`src/pkg/bfwr_pkg.sv`:
```
// Package: register map, field layout, reset values and carriers of the bridge window registers
package bfwr_pkg;

  // ==========================================================================
  // Bus geometry
  localparam int unsigned ADDR_W = 8;
  localparam int unsigned DATA_W = 32;

  // ==========================================================================
  // Register byte offsets
  localparam logic [7:0] IO_WINDOW_LOW_OFF         = 8'h1c;
  localparam logic [7:0] MEMORY_WINDOW_OFF         = 8'h20;
  localparam logic [7:0] PREFETCH_WINDOW_LOW_OFF   = 8'h24;
  localparam logic [7:0] PREFETCH_BOTTOM_HIGH_OFF  = 8'h28;
  localparam logic [7:0] PREFETCH_TOP_HIGH_OFF     = 8'h2c;
  localparam logic [7:0] IO_WINDOW_HIGH_OFF        = 8'h30;

  // ==========================================================================
  // Field positions (least significant bit of each field)
  localparam int unsigned BOTTOM_FIELD_LSB   = 4;   // Bottom field, bits 15:4
  localparam int unsigned TOP_FIELD_LSB      = 20;  // Top field, bits 31:20
  localparam int unsigned BOTTOM_IND_LSB     = 0;   // Indicator, bits 3:0
  localparam int unsigned TOP_IND_LSB        = 16;  // Indicator, bits 19:16
  localparam int unsigned IO_BOTTOM_NIB_LSB  = 4;   // I/O bottom nibble, bits 7:4
  localparam int unsigned IO_TOP_IND_LSB     = 8;   // I/O top indicator, bits 11:8
  localparam int unsigned IO_TOP_NIB_LSB     = 12;  // I/O top nibble, bits 15:12
  localparam int unsigned IO_HIGH_BOTTOM_LSB = 0;   // Upper I/O bottom, bits 15:0
  localparam int unsigned IO_HIGH_TOP_LSB    = 16;  // Upper I/O top, bits 31:16

  // ==========================================================================
  // Fixed read-only values and reset values
  localparam logic [3:0]  ADDR64_IND     = 4'h1;
  localparam logic [3:0]  IO32_IND       = 4'h1;
  localparam logic [3:0]  RESERVED_NIB   = 4'h0;
  localparam logic [11:0] FIELD12_RESET  = 12'h000;
  localparam logic [31:0] WORD_RESET     = 32'h0000_0000;
  localparam logic [15:0] HALF_RESET     = 16'h0000;
  localparam logic [3:0]  NIB_RESET      = 4'h0;

  // ==========================================================================
  // Implied low address bits
  localparam logic [19:0] MEM_LOW_ZERO = 20'h00000;
  localparam logic [19:0] MEM_LOW_ONES = 20'hfffff;
  localparam logic [11:0] IO_LOW_ZERO  = 12'h000;
  localparam logic [11:0] IO_LOW_ONES  = 12'hfff;

  // ==========================================================================
  // Carriers
  typedef struct packed {
    logic        valid;
    logic        is_io;
    logic [63:0] addr;
  } bfwr_lookup_type;

  typedef struct packed {
    logic valid;
    logic mem_hit;
    logic prefetch_hit;
    logic io_hit;
    logic forward;
  } bfwr_result_type;

endpackage

```
`src/bfwr_regs.sv`:
```
// Forwarding window register bank with APB slave and window hit decoder
//
// What this block does
// - A memory transaction is forwarded only when its address lies inside the memory window or the prefetch window.
// - The memory bottom field in bits 15:4 gives address bits 31:20 of the bottom, low 20 bits zero.
// - The memory top field in bits 31:20 gives address bits 31:20 of the top, low 20 bits all ones.
// - The prefetch bottom field in bits 15:4 gives bits 31:20 and bits 3:0 read 0001 for 64-bit.
// - The prefetch top field in bits 31:20 gives bits 31:20 and bits 19:16 read 0001 for 64-bit.
// - A 32-bit read-write register holds bits 63:32 of the prefetch bottom and clears on reset.
// - A 32-bit read-write register holds bits 63:32 of the prefetch top and clears on reset.
// - A 16-bit read-write field in bits 15:0 holds bits 31:16 of the I/O bottom and clears on reset.
// - A 16-bit read-write field in bits 31:16 holds bits 31:16 of the I/O top and clears on reset.
// - The I/O top nibble gives bits 15:12 of the top and bits 11:0 are taken as all ones.
`timescale 1ns/1ns
module bfwr_regs (
  input  wire logic                      pclk,
  input  wire logic                      presetn,
  input  wire logic                      psel,
  input  wire logic                      penable,
  input  wire logic                      pwrite,
  input  wire logic [bfwr_pkg::ADDR_W-1:0] paddr,
  input  wire logic [bfwr_pkg::DATA_W-1:0] pwdata,
  input  wire logic [3:0]                pstrb,
  output logic [bfwr_pkg::DATA_W-1:0]    prdata,
  output logic                           pready,
  output logic                           pslverr,
  input  wire bfwr_pkg::bfwr_lookup_type lookup,
  output bfwr_pkg::bfwr_result_type      result
);
  import bfwr_pkg::*;

  // ==========================================================================
  // Storage
  logic [11:0] mem_bottom_reg;
  logic [11:0] mem_top_reg;
  logic [11:0] pref_bottom_low_reg;
  logic [11:0] pref_top_low_reg;
  logic [31:0] pref_bottom_high_reg;
  logic [31:0] pref_top_high_reg;
  logic [15:0] io_bottom_high_reg;
  logic [15:0] io_top_high_reg;
  logic [3:0]  io_bottom_nib_reg;
  logic [3:0]  io_top_nib_reg;
  logic [31:0] prdata_reg;
  logic        pslverr_reg;
  bfwr_result_type result_reg;

  // ==========================================================================
  // Helpers
  // Byte-lane merge of a write into the current word image
  function automatic logic [31:0] merge_lanes(input logic [31:0] old_word,
                                             input logic [31:0] new_word,
                                             input logic [3:0]  strb);
    logic [31:0] merged;
    merged = old_word;
    for (int i = 0; i < 4; i++) begin
      if (strb[i]) begin
        merged[i*8 +: 8] = new_word[i*8 +: 8];
      end
    end
    return merged;
  endfunction

  // Offset decode, used at setup for the error flag, which in turn blocks the write access
  function automatic logic offset_mapped(input logic [7:0] addr);
    logic hit;
    hit = 1'b0;
    case (addr)
      IO_WINDOW_LOW_OFF, MEMORY_WINDOW_OFF, PREFETCH_WINDOW_LOW_OFF,
      PREFETCH_BOTTOM_HIGH_OFF, PREFETCH_TOP_HIGH_OFF, IO_WINDOW_HIGH_OFF: begin
        hit = 1'b1;
      end
      default: begin
        hit = 1'b0;
      end
    endcase
    return hit;
  endfunction

  // ==========================================================================
  // Word images as seen by software
  logic [31:0] io_low_word;
  logic [31:0] mem_word;
  logic [31:0] pref_low_word;
  logic [31:0] io_high_word;
  logic [31:0] read_word;

  // Read-only indicators are forced here, so writes can never disturb them
  always_comb begin
    mem_word = {mem_top_reg, RESERVED_NIB, mem_bottom_reg, RESERVED_NIB};
    pref_low_word = {pref_top_low_reg, ADDR64_IND, pref_bottom_low_reg, ADDR64_IND};
    io_low_word = {16'h0000, io_top_nib_reg, IO32_IND, io_bottom_nib_reg, IO32_IND};
    io_high_word = {io_top_high_reg, io_bottom_high_reg};
  end

  // Read multiplexer
  always_comb begin
    case (paddr)
      IO_WINDOW_LOW_OFF: begin
        read_word = io_low_word;
      end
      MEMORY_WINDOW_OFF: begin
        read_word = mem_word;
      end
      PREFETCH_WINDOW_LOW_OFF: begin
        read_word = pref_low_word;
      end
      PREFETCH_BOTTOM_HIGH_OFF: begin
        read_word = pref_bottom_high_reg;
      end
      PREFETCH_TOP_HIGH_OFF: begin
        read_word = pref_top_high_reg;
      end
      IO_WINDOW_HIGH_OFF: begin
        read_word = io_high_word;
      end
      default: begin
        read_word = WORD_RESET;
      end
    endcase
  end

  // ==========================================================================
  // APB handshake
  logic setup_phase;
  logic write_access;
  logic [31:0] write_word;

  assign setup_phase  = psel && !penable;
  assign write_access = psel && penable && pwrite && !pslverr_reg;
  assign write_word   = merge_lanes(read_word, pwdata, pstrb);
  // One fixed wait-free access phase; read data is latched during setup
  assign pready  = psel && penable;
  assign prdata  = prdata_reg;
  assign pslverr = pslverr_reg;

  // Read data and error captured at setup so outputs come from flops
  always_ff @(posedge pclk or negedge presetn) begin
    if (!presetn) begin
      prdata_reg  <= WORD_RESET;
      pslverr_reg <= 1'b0;
    end else if (setup_phase) begin
      prdata_reg  <= pwrite ? WORD_RESET : read_word;
      pslverr_reg <= !offset_mapped(paddr);
    end
  end

  // ==========================================================================
  // Writable fields
  // Memory window fields
  always_ff @(posedge pclk or negedge presetn) begin
    if (!presetn) begin
      mem_bottom_reg <= FIELD12_RESET;
      mem_top_reg    <= FIELD12_RESET;
    end else if (write_access && paddr == MEMORY_WINDOW_OFF) begin
      mem_bottom_reg <= write_word[BOTTOM_FIELD_LSB +: 12];
      mem_top_reg    <= write_word[TOP_FIELD_LSB +: 12];
    end
  end

  // Prefetch window low fields
  always_ff @(posedge pclk or negedge presetn) begin
    if (!presetn) begin
      pref_bottom_low_reg <= FIELD12_RESET;
      pref_top_low_reg    <= FIELD12_RESET;
    end else if (write_access && paddr == PREFETCH_WINDOW_LOW_OFF) begin
      pref_bottom_low_reg <= write_word[BOTTOM_FIELD_LSB +: 12];
      pref_top_low_reg    <= write_word[TOP_FIELD_LSB +: 12];
    end
  end

  // Prefetch window upper halves
  always_ff @(posedge pclk or negedge presetn) begin
    if (!presetn) begin
      pref_bottom_high_reg <= WORD_RESET;
      pref_top_high_reg    <= WORD_RESET;
    end else if (write_access) begin
      if (paddr == PREFETCH_BOTTOM_HIGH_OFF) begin
        pref_bottom_high_reg <= write_word;
      end
      if (paddr == PREFETCH_TOP_HIGH_OFF) begin
        pref_top_high_reg <= write_word;
      end
    end
  end

  // I/O window fields, both words
  always_ff @(posedge pclk or negedge presetn) begin
    if (!presetn) begin
      io_bottom_high_reg <= HALF_RESET;
      io_top_high_reg    <= HALF_RESET;
      io_bottom_nib_reg  <= NIB_RESET;
      io_top_nib_reg     <= NIB_RESET;
    end else if (write_access) begin
      if (paddr == IO_WINDOW_HIGH_OFF) begin
        io_bottom_high_reg <= write_word[IO_HIGH_BOTTOM_LSB +: 16];
        io_top_high_reg    <= write_word[IO_HIGH_TOP_LSB +: 16];
      end
      if (paddr == IO_WINDOW_LOW_OFF) begin
        io_bottom_nib_reg <= write_word[IO_BOTTOM_NIB_LSB +: 4];
        io_top_nib_reg    <= write_word[IO_TOP_NIB_LSB +: 4];
      end
    end
  end

  // ==========================================================================
  // Window bounds
  logic [31:0] mem_bottom;
  logic [31:0] mem_top;
  logic [63:0] pref_bottom;
  logic [63:0] pref_top;
  logic [31:0] io_bottom;
  logic [31:0] io_top;

  // Implied low bits joined onto the programmed fields
  always_comb begin
    mem_bottom = {mem_bottom_reg, MEM_LOW_ZERO};
    mem_top = {mem_top_reg, MEM_LOW_ONES};
    pref_bottom = {pref_bottom_high_reg, pref_bottom_low_reg, MEM_LOW_ZERO};
    pref_top = {pref_top_high_reg, pref_top_low_reg, MEM_LOW_ONES};
    io_bottom = {io_bottom_high_reg, io_bottom_nib_reg, IO_LOW_ZERO};
    io_top = {io_top_high_reg, io_top_nib_reg, IO_LOW_ONES};
  end

  // ==========================================================================
  // Hit decode, registered one cycle after the lookup
  logic mem_inside;
  logic pref_inside;
  logic io_inside;

  // Inclusive compares; a bottom above the top simply never hits
  always_comb begin
    mem_inside = lookup.addr[63:32] == 32'h0000_0000 &&
                 lookup.addr[31:0] >= mem_bottom && lookup.addr[31:0] <= mem_top;
    pref_inside = lookup.addr >= pref_bottom && lookup.addr <= pref_top;
    io_inside = lookup.addr[63:32] == 32'h0000_0000 &&
                lookup.addr[31:0] >= io_bottom && lookup.addr[31:0] <= io_top;
  end

  // Result flops; memory hits never fire for I/O lookups and vice versa
  always_ff @(posedge pclk or negedge presetn) begin
    if (!presetn) begin
      result_reg <= '0;
    end else begin
      result_reg.valid        <= lookup.valid;
      result_reg.mem_hit      <= lookup.valid && !lookup.is_io && mem_inside;
      result_reg.prefetch_hit <= lookup.valid && !lookup.is_io && pref_inside;
      result_reg.io_hit       <= lookup.valid && lookup.is_io && io_inside;
      result_reg.forward      <= lookup.valid &&
                                 (lookup.is_io ? io_inside : (mem_inside || pref_inside));
    end
  end

  assign result = result_reg;

  // ==========================================================================
  // Assertions
  a_mem_hit_bounds: assert property (@(posedge pclk) disable iff (!presetn)
    lookup.valid && !lookup.is_io |=> result.mem_hit ==
      ($past(lookup.addr[63:32]) == 32'h0000_0000 &&
       $past(lookup.addr[31:20]) >= $past(mem_bottom_reg) &&
       $past(lookup.addr[31:20]) <= $past(mem_top_reg)))
    else $error("memory window hit wrong");

  a_mem_reserved_zero: assert property (@(posedge pclk) disable iff (!presetn)
    setup_phase && !pwrite && paddr == MEMORY_WINDOW_OFF |=> prdata[3:0] == 4'h0 && pready)
    else $error("memory bottom reserved bits not zero");

  a_mem_top_edge: assert property (@(posedge pclk) disable iff (!presetn)
    lookup.valid && !lookup.is_io && lookup.addr == {32'h0, mem_top_reg, 20'hfffff} &&
    mem_bottom_reg <= mem_top_reg |=> result.mem_hit && result.forward)
    else $error("memory top address not inside window");

  a_pref_bottom_ind: assert property (@(posedge pclk) disable iff (!presetn)
    setup_phase && !pwrite && paddr == PREFETCH_WINDOW_LOW_OFF |=> prdata[3:0] == 4'h1)
    else $error("prefetch bottom indicator wrong");

  a_pref_top_ind: assert property (@(posedge pclk) disable iff (!presetn)
    setup_phase && !pwrite && paddr == PREFETCH_WINDOW_LOW_OFF |=> prdata[19:16] == 4'h1)
    else $error("prefetch top indicator wrong");

  a_pref_bottom_write: assert property (@(posedge pclk) disable iff (!presetn)
    psel && penable && pwrite && pstrb == 4'hf && paddr == PREFETCH_BOTTOM_HIGH_OFF
    |=> pref_bottom_high_reg == $past(pwdata))
    else $error("prefetch bottom upper word not written");

  a_pref_top_write: assert property (@(posedge pclk) disable iff (!presetn)
    psel && penable && pwrite && pstrb == 4'hf && paddr == PREFETCH_TOP_HIGH_OFF
    |=> pref_top_high_reg == $past(pwdata))
    else $error("prefetch top upper word not written");

  a_io_high_write: assert property (@(posedge pclk) disable iff (!presetn)
    psel && penable && pwrite && pstrb == 4'hf && paddr == IO_WINDOW_HIGH_OFF
    |=> io_bottom_high_reg == $past(pwdata[15:0]))
    else $error("upper I/O bottom not written");

  a_io_top_read: assert property (@(posedge pclk) disable iff (!presetn)
    setup_phase && !pwrite && paddr == IO_WINDOW_HIGH_OFF |=> prdata[31:16] == $past(io_top_high_reg))
    else $error("upper I/O top read back wrong");

  a_io_top_edge: assert property (@(posedge pclk) disable iff (!presetn)
    lookup.valid && lookup.is_io && lookup.addr == {32'h0, io_top_high_reg, io_top_nib_reg, 12'hfff} &&
    io_bottom <= io_top |=> result.io_hit && result.forward)
    else $error("I/O top address not inside window");

  a_pref_bottom_edge: assert property (@(posedge pclk) disable iff (!presetn)
    lookup.valid && !lookup.is_io &&
    lookup.addr == {pref_bottom_high_reg, pref_bottom_low_reg, 20'h00000} &&
    pref_bottom <= pref_top |=> result.prefetch_hit && result.forward)
    else $error("prefetch bottom address not inside window");

  a_mem_bottom_edge: assert property (@(posedge pclk) disable iff (!presetn)
    lookup.valid && !lookup.is_io && lookup.addr == {32'h0, mem_bottom_reg, 20'h00000} &&
    mem_bottom_reg <= mem_top_reg |=> result.mem_hit && result.forward)
    else $error("memory bottom address not inside window");

  a_io_bottom_edge: assert property (@(posedge pclk) disable iff (!presetn)
    lookup.valid && lookup.is_io && lookup.addr == {32'h0, io_bottom_high_reg, io_bottom_nib_reg, 12'h000} &&
    io_bottom <= io_top |=> result.io_hit && result.forward)
    else $error("I/O bottom address not inside window");

  a_io_top_write: assert property (@(posedge pclk) disable iff (!presetn)
    psel && penable && pwrite && pstrb == 4'hf && paddr == IO_WINDOW_HIGH_OFF
    |=> io_top_high_reg == $past(pwdata[31:16]))
    else $error("upper I/O top not written");

endmodule

```
`config.mk`:
```
export PLATFORM = sky130hd
export DESIGN_NAME = bfwr_regs
export DESIGN_NICKNAME = d
export VERILOG_FILES = /design/src/pkg/bfwr_pkg.sv /design/src/bfwr_regs.sv
export SDC_FILE = /design/constraint.sdc
export NUM_CORES = 1
export LEC_CHECK = 0
export ABC_AREA = 0
export BUFFER_PORTS_ARGS = -buffer_cell sky130_fd_sc_hd__clkbuf_2
export CAP_MARGIN = 0
export CORE_MARGIN = 8
export CORE_UTILIZATION = 45
export DETAILED_ROUTE_END_ITERATION = 8
export PLACE_DENSITY = 0.63
export REMOVE_ABC_BUFFERS = 1
export SYNTH_ARGS = -nofsm -noshare
export SYNTH_HDL_FRONTEND = slang
export SYNTH_SLANG_ARGS = --single-unit
export TNS_END_PERCENT = 5
```
`constraint.sdc`:
```
create_clock -name pclk -period 6.4 [get_ports pclk]
set_clock_uncertainty 0.15 [all_clocks]
set_input_delay 0.64 -clock pclk [delete_from_list [all_inputs] [get_ports pclk]]
set_output_delay 0.64 -clock pclk [all_outputs]
set_load 0.05 [all_outputs]
```
==> reports/results.tsv <==
metric	value	unit
share of cells above drive strength 1	0.222	
Fmax	0.325	GHz
Antenna Diode Count	0	
worst setup path class	input pin to flip-flop	
most frequent cells in the layout	190 x dfrtp_1, 161 x inv_1, 152 x ha_1, 152 x clkbuf_2, 119 x nand2_1	
Worst-Margin Slew	0.965	ns
Worst-Skew Late Latency	0.44	ns
Synth area leader	dfrtp_1	
Fin Setup TNS	0	ns
Hold Crit Class	input pin to async pin	
crit path from	paddr[1]	
status	finished, violations left	
Die Span Y	180	um
CTS Buffer Depth	2	
# resized after CTS	0	
crit end category	flip-flop	
Post-CTS Setup Bufs	0	
drt wl/cell	21.1	um
# rows	60	
Crit path max-delay family	simple AND/OR/NAND/NOR gates	
most common cell after layout, fill and taps aside	dfrtp_1	
WP data required	6.57	ns
Most common cell on crit path	buf_4	
largest net degree at the start of global routing	74	
Leak	6.58	nW
Clk pin slew, worst setup/hold paths	0.07	ns
total grt overflow	0	
hold_buf cts	0	
vias in the first global route	10000	
Via Count	9761	
crit start category	input pin	
Top Ports	154	
clock sink count	190	
Pre-Repair DR Iteration Count	9	
Max Cap Viol	0	
PwrDens	195	mW/mm^2
Worst VDD drop	0.144	mV
Yosys top cell area share	0.393	
failing checks	hold timing	
crit-path max FO	33	
Die X	180	um
setup violators final	0	
# port buffers	153	
hold slack	-0.00305	ns
drt drc	0	
Final period util	0.481	
hpwl dp	27000	um
Synthesis Warnings	0	
Async SR Flop Fraction	1.00	
Max-slew headroom	0.357	
cells on worst reg2reg path	9	
Final #Nets	1607	
Netlist cell types	58	
RD Place Congestion	0.912	
Die ar.	0.0324	sq mm
root buf cell	clkbuf_16	
Layout fillers	2453	
total wire length	35800	um
RSZ-0062 raised after global routing	false	
Area Growth Syn to Fin	14.2	%
initial antenna violation count	1	
Num CTS Buffers	17	
worst path cell trace	clkbuf_2 > nor4_4 > nand2_4 > nor3_4 > buf_4 > nand2_1 > buf_4 > mux2_2	
Seq/Total Area, Yosys	0.393	
CTS tree	yes	
DR iter-0 viols	882	
Final Max Tran Viols	0	
WP buf/inv	3	
H-tree level count	4	
reg2reg end	result[0]	
Core ar.	0.0267	sq mm
FF-to-FF Start	pref_top_high_reg[25]	
Final Critical Period	3.08	ns
r2r setup slk	3.50	ns
Crit path arrival time	3.25	ns
antenna viol nets, final	0	
ys flop type	dfrtp_1	
first-pass GRT wire length	57000	um
Post-synth EDFFs	0	
DR vias/cell	5.76	
Worst path max stage delay	0.61	ns
gr usage total	0.222	
cell count after synthesis	1201	
starting density of the core	0.454	
syn avg cell area	10.1	sq um
synth top area cells	dfrtp_1 39%, ha_1 16%, mux2_2 7.5%	
critical path's slowest cell	nand2_1	
Final Hold Fails	1	
Yosys reg bits	190	
synthesized area	0.0121	sq mm
==> synth_stat cells (6+ instances only) <==
library cell,n
a21o_1,24
a222oi_1,21
buf_2,11
mux2_4,10
mux2i_1,15
ha_1,152
inv_1,161
nand3_1,21
mux2_2,81
mux2_1,25
dfrtp_1,190
nor2_1,21
o21ai_1,53
a22o_1,27
buf_4,6
nor3_1,10
a22oi_1,41
nand4_1,31
clkbuf_1,20
o21ai_0,28
nand2_1,119
nor4_1,14
a21oi_1,56
==> stage by stage <==
step                total power [mW]  area [sq um]   util  cells  setup WS [ns]
detailed placement              1.51         13200  0.494   1662           2.93
CTS                             2.72         13800  0.519   1694           3.38
global route                    2.80         13800  0.519   1694           3.18
global placement                1.51         13200  0.494   1662           2.93
finish                          2.70         13800  0.519   1694           3.32
floorplan                       1.37         11900      -   1156           2.47
==> worst max-delay path by stage <==
stage	to	cells after the start
after global placement	pref_top_high_reg[20]	8
after floorplan	pref_top_high_reg[0]	5
after global routing	pref_top_high_reg[30]	8
final	pref_top_high_reg[30]	8
after detailed placement	pref_top_high_reg[29]	8
after CTS	pref_top_high_reg[29]	8
==> cell families after synthesis <==
kind of cell | Yosys count | synth area share
compound gates | 282 | 0.156
fa+ha+maj | 152 | 0.157
buf+inv | 206 | 0.0694
flops | 190 | 0.393
mux | 131 | 0.123
simple gates | 240 | 0.101
==> per-layer routing <==
metal | up-vias | global-route usage | share of wire
li1 | 4631 | - | -
met1 | 4736 | 0.307 | 0.46
met2 | 343 | 0.346 | 0.45
met3 | 49 | 0.0474 | 0.068
met4 | 2 | 0.0655 | 0.024
met5 | - | 0 | 0.00022
==> final cells by class <==
| cell class | count | area (sq um) | share of cell area |
|---|---|---|---|
| clock inverters | 12 | 208 | 0.0150 |
| flip-flops and latches | 190 | 4750 | 0.344 |
| multi-input cells | 805 | 6520 | 0.472 |
| inverters | 161 | 604 | 0.0437 |
| well taps | 341 | 427 | 0.0309 |
| clock buffers | 20 | 447 | 0.0323 |
| repair buffers | 165 | 865 | 0.0625 |
==> power breakdown <==
group          switching [mW]  leakage [nW]  total, mW  internal (mW)
Combinational           0.177          3.61      0.282          0.104
Clock                   0.498         0.318       1.21          0.711
Sequential            0.00464          2.65       1.21           1.21
Total                   0.680          6.58       2.70           2.02
(Power assumes the default switching activity.)
